<file path="src/rtl/gpfa_cfg.svh">
`ifndef GPFA_CFG_SVH
`define GPFA_CFG_SVH
`define GPFA_OFF_DRIVE    8'h00
`define GPFA_OFF_OUTPUT   8'h04
`define GPFA_OFF_INPUT    8'h08
`define GPFA_OFF_FLAGS    8'h0c
`define GPFA_OFF_MASK     8'h10
`define GPFA_OFF_SENSE_LO 8'h14
`define GPFA_OFF_SENSE_HI 8'h18
`define GPFA_OFF_SWAP     8'h1c
`define GPFA_RST_BYTE     8'h00
`define GPFA_SYNC_STAGES  2
`endif

</file>
<file path="src/rtl/gpfa_pkg.sv">
package gpfa_pkg;
  typedef enum logic [2:0] {
    SENSE_NONE = 3'h0, SENSE_ANY = 3'h1, SENSE_RISE = 3'h2,
    SENSE_FALL = 3'h3, SENSE_OFF = 3'h4, SENSE_LOW = 3'h5
  } gpfa_sense_t;
  typedef struct packed {
    logic [31:0] data;
    logic        valid;
  } gpfa_rd_t;
endpackage

</file>
<file path="src/rtl/gpfa_pin_sync.sv">
`timescale 1ns/10ps
`default_nettype none
module gpfa_pin_sync #(
  parameter int WIDTH = 8
) (
  input  wire logic             clock,
  input  wire logic             rst,
  input  wire logic [WIDTH-1:0] pinIn,
  output logic      [WIDTH-1:0] pinSync
);
  typedef struct packed {
    logic [WIDTH-1:0] meta;
    logic [WIDTH-1:0] sync;
  } gpfa_sync_st_t;
  gpfa_sync_st_t st_r;
  gpfa_sync_st_t st_nxt;

  always_comb begin
    st_nxt.meta = pinIn;
    st_nxt.sync = st_r.meta;
  end

  always_ff @(posedge clock) begin
    if (rst) begin
      st_r <= '0;
    end else begin
      st_r <= st_nxt;
    end
  end

  assign pinSync = st_r.sync;
endmodule // gpfa_pin_sync
`default_nettype wire

</file>
<file path="src/rtl/gpfa_port.sv">
// Local design decision: the AXI4-Lite register port.
`timescale 1ns/10ps
`default_nettype none
`include "gpfa_cfg.svh"
module gpfa_port #(
  parameter int PINS = 8
) (
  input  wire logic            clock,
  input  wire logic            rst,
  input  wire logic [7:0]      s_axi_awaddr,
  input  wire logic            s_axi_awvalid,
  output logic                 s_axi_awready,
  input  wire logic [31:0]     s_axi_wdata,
  input  wire logic [3:0]      s_axi_wstrb,
  input  wire logic            s_axi_wvalid,
  output logic                 s_axi_wready,
  output logic [1:0]           s_axi_bresp,
  output logic                 s_axi_bvalid,
  input  wire logic            s_axi_bready,
  input  wire logic [7:0]      s_axi_araddr,
  input  wire logic            s_axi_arvalid,
  output logic                 s_axi_arready,
  output logic [31:0]          s_axi_rdata,
  output logic [1:0]           s_axi_rresp,
  output logic                 s_axi_rvalid,
  input  wire logic            s_axi_rready,
  input  wire logic [PINS-1:0] pinIn,
  output logic      [PINS-1:0] pinOut,
  output logic      [PINS-1:0] pinOe,
  output logic                 portIrq
);
  initial begin
    if (PINS != 8) $error("gpfa_port serves exactly eight pins");
  end

  //--------------------------------------------------------------
  // State
  //--------------------------------------------------------------
  typedef struct packed {
    logic [7:0]  driveEnable;
    logic [7:0]  outputLevel;
    logic [7:0]  inputLevel;
    logic [7:0]  eventFlags;
    logic [7:0]  eventMask;
    logic [23:0] senseSel;
    logic [7:0]  polSwap;
    logic [7:0]  prevIn;
    logic        awHeld;
    logic [7:0]  awAddr;
    logic        wHeld;
    logic [31:0] wData;
    logic [3:0]  wStrb;
    logic        bValid;
    logic [1:0]  bResp;
    gpfa_pkg::gpfa_rd_t rd;
    logic [1:0]  rResp;
  } gpfa_st_t;
  gpfa_st_t st_r;
  gpfa_st_t st_nxt;

  logic [7:0] pinSync;
  logic [7:0] pinLogic;
  logic [7:0] bufOn;
  logic [7:0] evHit;

  function automatic gpfa_pkg::gpfa_sense_t senseOf(input logic [23:0] s, input int n);
    return gpfa_pkg::gpfa_sense_t'(s[n*3 +: 3]);
  endfunction

  function automatic logic mapped(input logic [7:0] a);
    return a == `GPFA_OFF_DRIVE || a == `GPFA_OFF_OUTPUT || a == `GPFA_OFF_INPUT ||
           a == `GPFA_OFF_FLAGS || a == `GPFA_OFF_MASK || a == `GPFA_OFF_SENSE_LO ||
           a == `GPFA_OFF_SENSE_HI || a == `GPFA_OFF_SWAP;
  endfunction

  //--------------------------------------------------------------
  // Pin input path
  //--------------------------------------------------------------
  gpfa_pin_sync #(.WIDTH(PINS)) u_sync (
    .clock   (clock),
    .rst     (rst),
    .pinIn   (pinIn),
    .pinSync (pinSync)
  );

  always_comb begin
    pinLogic = pinSync ^ st_r.polSwap;
    for (int n = 0; n < 8; n++) begin
      bufOn[n] = senseOf(st_r.senseSel, n) != gpfa_pkg::SENSE_OFF;
      unique case (senseOf(st_r.senseSel, n))
        gpfa_pkg::SENSE_ANY:  evHit[n] = pinLogic[n] != st_r.prevIn[n];
        gpfa_pkg::SENSE_RISE: evHit[n] = pinLogic[n] & ~st_r.prevIn[n];
        gpfa_pkg::SENSE_FALL: evHit[n] = ~pinLogic[n] & st_r.prevIn[n];
        gpfa_pkg::SENSE_LOW:  evHit[n] = ~pinLogic[n];
        default:              evHit[n] = 1'b0;
      endcase
    end
  end

  //--------------------------------------------------------------
  // Register and bus logic
  //--------------------------------------------------------------
  logic doWrite;
  logic doRead;
  logic [31:0] wMask;

  always_comb begin
    st_nxt  = st_r;
    doWrite = st_r.awHeld && st_r.wHeld && !st_r.bValid;
    doRead  = s_axi_arvalid && !st_r.rd.valid;
    wMask   = {{8{st_r.wStrb[3]}}, {8{st_r.wStrb[2]}}, {8{st_r.wStrb[1]}}, {8{st_r.wStrb[0]}}};

    st_nxt.prevIn = pinLogic;
    for (int n = 0; n < 8; n++) begin
      if (bufOn[n]) st_nxt.inputLevel[n] = pinLogic[n];
    end

    if (s_axi_awvalid && !st_r.awHeld) begin
      st_nxt.awHeld = 1'b1;
      st_nxt.awAddr = s_axi_awaddr;
    end
    if (s_axi_wvalid && !st_r.wHeld) begin
      st_nxt.wHeld = 1'b1;
      st_nxt.wData = s_axi_wdata;
      st_nxt.wStrb = s_axi_wstrb;
    end

    if (doWrite) begin
      st_nxt.awHeld = 1'b0;
      st_nxt.wHeld  = 1'b0;
      st_nxt.bValid = 1'b1;
      st_nxt.bResp  = mapped(st_r.awAddr) ? 2'h0 : 2'h2;
      if (st_r.wStrb[0]) begin
        unique case (st_r.awAddr)
          `GPFA_OFF_DRIVE:  st_nxt.driveEnable = st_r.wData[7:0];
          `GPFA_OFF_OUTPUT: st_nxt.outputLevel = st_r.wData[7:0];
          `GPFA_OFF_INPUT:  st_nxt.outputLevel = st_r.outputLevel ^ st_r.wData[7:0];
          `GPFA_OFF_FLAGS:  st_nxt.eventFlags = st_r.eventFlags & ~st_r.wData[7:0];
          `GPFA_OFF_MASK:   st_nxt.eventMask = st_r.wData[7:0];
          `GPFA_OFF_SWAP:   st_nxt.polSwap = st_r.wData[7:0];
          default: ;
        endcase
      end
      if (st_r.awAddr == `GPFA_OFF_SENSE_LO) begin
        st_nxt.senseSel[11:0] = (st_r.senseSel[11:0] & ~wMask[11:0]) | (st_r.wData[11:0] & wMask[11:0]);
      end
      if (st_r.awAddr == `GPFA_OFF_SENSE_HI) begin
        st_nxt.senseSel[23:12] = (st_r.senseSel[23:12] & ~wMask[11:0]) | (st_r.wData[11:0] & wMask[11:0]);
      end
    end
    if (st_r.bValid && s_axi_bready) st_nxt.bValid = 1'b0;

    // Set wins over a same-cycle clear
    st_nxt.eventFlags = st_nxt.eventFlags | evHit;

    if (doRead) begin
      st_nxt.rd.valid = 1'b1;
      st_nxt.rResp    = mapped(s_axi_araddr) ? 2'h0 : 2'h2;
      unique case (s_axi_araddr)
        `GPFA_OFF_DRIVE:    st_nxt.rd.data = {24'h000000, st_r.driveEnable};
        `GPFA_OFF_OUTPUT:   st_nxt.rd.data = {24'h000000, st_r.outputLevel};
        `GPFA_OFF_INPUT:    st_nxt.rd.data = {24'h000000, st_r.inputLevel};
        `GPFA_OFF_FLAGS:    st_nxt.rd.data = {24'h000000, st_r.eventFlags};
        `GPFA_OFF_MASK:     st_nxt.rd.data = {24'h000000, st_r.eventMask};
        `GPFA_OFF_SENSE_LO: st_nxt.rd.data = {20'h00000, st_r.senseSel[11:0]};
        `GPFA_OFF_SENSE_HI: st_nxt.rd.data = {20'h00000, st_r.senseSel[23:12]};
        `GPFA_OFF_SWAP:     st_nxt.rd.data = {24'h000000, st_r.polSwap};
        default:            st_nxt.rd.data = 32'h00000000;
      endcase
    end else if (st_r.rd.valid && s_axi_rready) begin
      st_nxt.rd.valid = 1'b0;
    end
  end

  always_ff @(posedge clock) begin
    if (rst) begin
      st_r <= '0;
    end else begin
      st_r <= st_nxt;
    end
  end

  //--------------------------------------------------------------
  // Outputs
  //--------------------------------------------------------------
  assign s_axi_awready = !st_r.awHeld;
  assign s_axi_wready  = !st_r.wHeld;
  assign s_axi_bvalid  = st_r.bValid;
  assign s_axi_bresp   = st_r.bResp;
  assign s_axi_arready = !st_r.rd.valid;
  assign s_axi_rvalid  = st_r.rd.valid;
  assign s_axi_rdata   = st_r.rd.data;
  assign s_axi_rresp   = st_r.rResp;
  assign pinOe   = st_r.driveEnable;
  assign pinOut  = (st_r.outputLevel ^ st_r.polSwap) & st_r.driveEnable;
  assign portIrq = |(st_r.eventFlags & st_r.eventMask);

  //--------------------------------------------------------------
  // Checks
  //--------------------------------------------------------------
  chk_oe_follows: assert property (@(posedge clock) disable iff (rst)
    pinOe == st_r.driveEnable) else $error("pin enable differs from drive enable");
  chk_out_gated: assert property (@(posedge clock) disable iff (rst)
    (pinOut & ~pinOe) == 8'h00) else $error("pin driven while disabled");
  chk_out_level: assert property (@(posedge clock) disable iff (rst)
    ((pinOut ^ st_r.polSwap ^ st_r.outputLevel) & pinOe) == 8'h00) else $error("pin level wrong");
  chk_toggle_out: assert property (@(posedge clock) disable iff (rst)
    doWrite && st_r.awAddr == `GPFA_OFF_INPUT && st_r.wStrb[0]
    |=> st_r.outputLevel == ($past(st_r.outputLevel) ^ $past(st_r.wData[7:0])))
    else $error("toggle write wrong");
  chk_hold_input: assert property (@(posedge clock) disable iff (rst)
    senseOf(st_r.senseSel, 0) == gpfa_pkg::SENSE_OFF |=> $stable(st_r.inputLevel[0]))
    else $error("input sampled while buffer off");
  chk_sample_input: assert property (@(posedge clock) disable iff (rst)
    bufOn[0] |=> st_r.inputLevel[0] == $past(pinLogic[0])) else $error("input not sampled");
  chk_low_level: assert property (@(posedge clock) disable iff (rst)
    senseOf(st_r.senseSel, 0) == gpfa_pkg::SENSE_LOW && !pinLogic[0] |=> st_r.eventFlags[0])
    else $error("low level flag missing");
  chk_rise_flag: assert property (@(posedge clock) disable iff (rst)
    senseOf(st_r.senseSel, 1) == gpfa_pkg::SENSE_RISE && pinLogic[1] && !st_r.prevIn[1]
    |=> st_r.eventFlags[1]) else $error("rising edge flag missing");
  chk_flag_clear: assert property (@(posedge clock) disable iff (rst)
    doWrite && st_r.awAddr == `GPFA_OFF_FLAGS && st_r.wStrb[0] && st_r.wData[2] && !evHit[2]
    |=> !st_r.eventFlags[2]) else $error("flag not cleared");
  chk_irq_level: assert property (@(posedge clock) disable iff (rst)
    portIrq == |(st_r.eventFlags & st_r.eventMask)) else $error("irq mismatch");
  cov_write: cover property (@(posedge clock) doWrite);
  cov_read: cover property (@(posedge clock) s_axi_rvalid && s_axi_rready);
  cov_irq: cover property (@(posedge clock) $rose(portIrq));
endmodule // gpfa_port
`default_nettype wire

</file>
<file path="config.mk">
export PLATFORM = sky130hd
export DESIGN_NAME = gpfa_port
export DESIGN_NICKNAME = d
export VERILOG_FILES = /design/src/rtl/gpfa_pkg.sv /design/src/rtl/gpfa_pin_sync.sv /design/src/rtl/gpfa_port.sv
export VERILOG_INCLUDE_DIRS = /design/src /design/src/rtl
export SDC_FILE = /design/constraint.sdc
export NUM_CORES = 1
export LEC_CHECK = 0
export BUFFER_PORTS_ARGS = -buffer_cell sky130_fd_sc_hd__buf_2
export CELL_PAD_IN_SITES_DETAIL_PLACEMENT = 2
export CELL_PAD_IN_SITES_GLOBAL_PLACEMENT = 2
export CORE_MARGIN = 8
export CORE_UTILIZATION = 35
export DETAILED_ROUTE_END_ITERATION = 6
export GPL_TIMING_DRIVEN = 0
export MAX_ROUTING_LAYER = met4
export PLACE_DENSITY_LB_ADDON = 0.3
export SLEW_MARGIN = 10
export SYNTH_ARGS = -nofsm -noshare
export SYNTH_HDL_FRONTEND = slang
export SYNTH_SLANG_ARGS = --single-unit
</file>
<file path="constraint.sdc">
create_clock -name clock -period 2.22 [get_ports clock]
set_input_delay 0.222 -clock clock [delete_from_list [all_inputs] [get_ports clock]]
set_output_delay 0.222 -clock clock [all_outputs]
set_load 0.01 [all_outputs]
</file>
==> results.md <==
* Root buf cell: clkbuf_16
* Post-DRT Antenna Nets at 0
* Peak Freq at ~500 MHz
* CP top delay family: simple AND/OR/NAND/NOR gates
* Total gr overflow at 0
* Vias/cell at around 5.3
* Largest net degree at the start of global routing at 17
* Number of clock sinks at 136
* DR iter-0 viols at ~340
* CTS Buf Count at 17
* Crit path time final at between 2 and 2.5 ns
* Worst skew pair latency at ~0.43 ns
* Layout area overhead at 20.9%
* Fillers at around 2.0k
* Req. time, crit path at 2.58 ns
* Core footprint at roughly 0.019 mm2
* Pre-CTS WS at -0.177 ns
* Initial antenna violation count at 1
* Final wirelength at 24,400 um
* Crit. End Element: flop
* R2R Setup Slk at 0.19 ns
* Maximum fanout along the worst path at 8
* Relative slew slack at roughly two fifths
* Drt drc at 0
* CTS resizes at 0
* Share of layout cells above drive strength 1 at 22.9%
* Final #Nets at between 900 and 1k
* Finish-stage setup viols at 0
* Met1 usage at between 20% and 30%
* Syn Area/Cell at approximately 9.4 um2
* Peak supply drop at between 0.5 and 0.6 mV
* Synth Instances at between 700 and 800
* Vias after detailed routing at 5,710
* Final Hold Vio Count at 0
* Vias in the first global route at approximately 6.4k
* Seq/Total Area, Yosys at a little over 40%
* Die width at 154 um
* Distinct cells, synth at 53
* Async S/R FF share, synth at 0%
* Worst setup SP type: flop
* Die height at between 150 and 200 um
* Placed wire-length estimate at between 15,000 and 20,000 um
* Starting Density at about 36%
* Power per cell area at a little over 700 mW/mm2
* FP Rows at 50
* Fin worst setup slack at about 0.19 ns
* Tot GR Track Use at about a fifth
* HP Class: in2reg
* Worst Path Buf+Inv at 0
* Slowest CP cell: nor4_4
* Final period util at between 90% and 100%
* Status: completed
* Critical Path, Cell by Cell: or3b_2 > nor4_4 > a22oi_1 > nand2_1
* Clock skew at about 0.010 ns
* Syn. warnings at 0
* # Max-Cap Violations at 0
* Fin. max-slew vios at 0
* GRT Max-Usage Layer: met2
* DR WL/cell at roughly 23 um
* Leakage at 0.00371 uW
* Yosys reg bits at between 100 and 150
* IO Count at approximately 130
* # port buffers at between 70 and 80
* Critical path type: reg2reg
* Clock slew at reported path FFs at 0.06 ns
* Synth Flop Type: dfxtp_1
* Tightest Pin Transition at around 0.9 ns
* RSZ-0062 raised after global routing: no
* TritonRoute pass-1 iters at 4
* Setup_tns at 0 ns
* Critical Path AT at 2.40 ns
* Routing usage on met3 at 4.32%
* Commonest cells after routing, fill and taps aside: dfxtp_1 (136), nor2_1 (97), buf_2 (80), nand2_1 (60), mux2i_1 (56)
* Global-route wire length before repair at between 30,000 and 40,000 um
* Die area at around 0.024 mm2
* Most common cell after layout, fill and taps aside: dfxtp_1
* H-tree depth at 4
* CTS tree: done
* CTS Buffer Depth at 2
* Worst stage delay on the critical path at around 0.59 ns
* Grt met2 use at between 30% and 40%
* Placer Congestion at about 0.84
* Cell Area, Synth at roughly 0.0067 mm2
* Post-synth EDFFs at 0
==> final cells by class <==
cell class / count / area, um2 / area share (%)
clock buffer: 22 / 444 / 5.51
inverter: 31 / 116 / 1.44
buffer: 80 / 503 / 6.23
tap: 234 / 293 / 3.63
antenna: 1 / 2.50 / 0.0310
sequential: 136 / 2720 / 33.7
timing repair buffer: 84 / 450 / 5.58
multi-input combinational: 485 / 3410 / 42.3
clock inverter: 9 / 126 / 1.57
==> worst paths after layout <==
path	to	start	cells after the start
hold / removal	u_sync.st_nxt[5]	pinIn[5]	2
hold reg to reg	u_sync.pinSync[2]	u_sync.st_nxt[2]	1
setup reg to reg	s_axi_rdata[5]	s_axi_rvalid	4
setup / recovery	s_axi_rdata[5]	s_axi_rvalid	4
==> synthesized netlist by cell type, types with 2 or more instances <==
| cell | count | area share, % |
|---|---|---|
| mux4_2 | 16 | 5.4 |
| and2_1 | 11 | 1.0 |
| o31ai_1 | 2 | 0.22 |
| o22ai_1 | 3 | 0.28 |
| a21oi_1 | 44 | 3.3 |
| xor2_1 | 8 | 1.1 |
| nand4_1 | 6 | 0.56 |
| nor4_4 | 3 | 0.96 |
| a211oi_1 | 3 | 0.34 |
| nand3_1 | 6 | 0.45 |
| nand2_1 | 60 | 3.4 |
| a31o_2 | 3 | 0.39 |
| o21a_1 | 2 | 0.22 |
| o21ai_0 | 7 | 0.52 |
| nor2_1 | 97 | 5.5 |
| o221ai_1 | 7 | 0.92 |
| buf_4 | 47 | 5.3 |
| and3_1 | 5 | 0.47 |
| a22oi_1 | 15 | 1.7 |
| a31oi_1 | 2 | 0.19 |
| a311oi_2 | 6 | 1.4 |
| a22o_1 | 4 | 0.52 |
| clkbuf_1 | 23 | 1.3 |
| buf_1 | 4 | 0.22 |
| buf_6 | 3 | 0.51 |
| nor3b_1 | 13 | 1.5 |
| ha_1 | 16 | 3.0 |
| nor3_1 | 4 | 0.30 |
| xnor2_1 | 8 | 1.1 |
| nand4_4 | 4 | 1.3 |
| nand2b_1 | 3 | 0.28 |
| nor2b_1 | 34 | 3.2 |
| buf_2 | 2 | 0.15 |
| dfxtp_1 | 136 | 41 |
| inv_1 | 31 | 1.7 |
| mux2i_1 | 56 | 8.4 |
==> kinds of logic after synthesis <==
family,Yosys count,synth area share (%)
AOI/OAI and AO/OA,104,10.7
xor gates and xnor gates,16,2.10
adders and majority gates,16,3.00
buffers and inverters,111,9.28
DFF,136,40.8
muxes,72,13.8
other,1,0.0562
and+or+nand+nor,255,20.2
==> report_power, final <==
| group | switching (uW) | leakage [uW] | internal, uW |
|---|---|---|---|
| Sequential | 35.0 | 0.00110 | 2500 |
| Combinational | 315 | 0.00233 | 181 |
| Clock | 1090 | 0.000278 | 1750 |
| Total | 1440 | 0.00371 | 4430 |
==> per-layer routing <==
metal / wire, um / vias to the layer above / share of wire (%)
met5: 0 / - / 0
met4: 639 / 0 / 2.6
met3: 1280 / 42 / 5.3
met2: 12600 / 153 / 51
li1: - / 2633 / -
met1: 9900 / 2882 / 41
==> what timing repair did <==
item	in CTS	in global routing
endpoints found under the setup margin	0	0
buffers inserted	0	0
hold buffers	6	0
hold endpoints to repair	6	0
==> stage by stage <==
stage / hold slack (ns) / power, uW / area (um2) / util, % / std cells
2_1_floorplan: 0.321 / 2880 / 6750 / - / 732
3_3_place_gp: 0.412 / 3040 / 7430 / 39.7 / 1044
3_5_place_dp: 0.423 / 3060 / 7430 / 39.7 / 1044
4_1_cts: 0.00248 / 5910 / 8070 / 43.1 / 1081
5_1_grt: 0.0250 / 6060 / 8070 / 43.1 / 1082
6_report: 0.0152 / 5870 / 8070 / 43.1 / 1082
No activity file was read; power rests on OpenSTA's default activity.
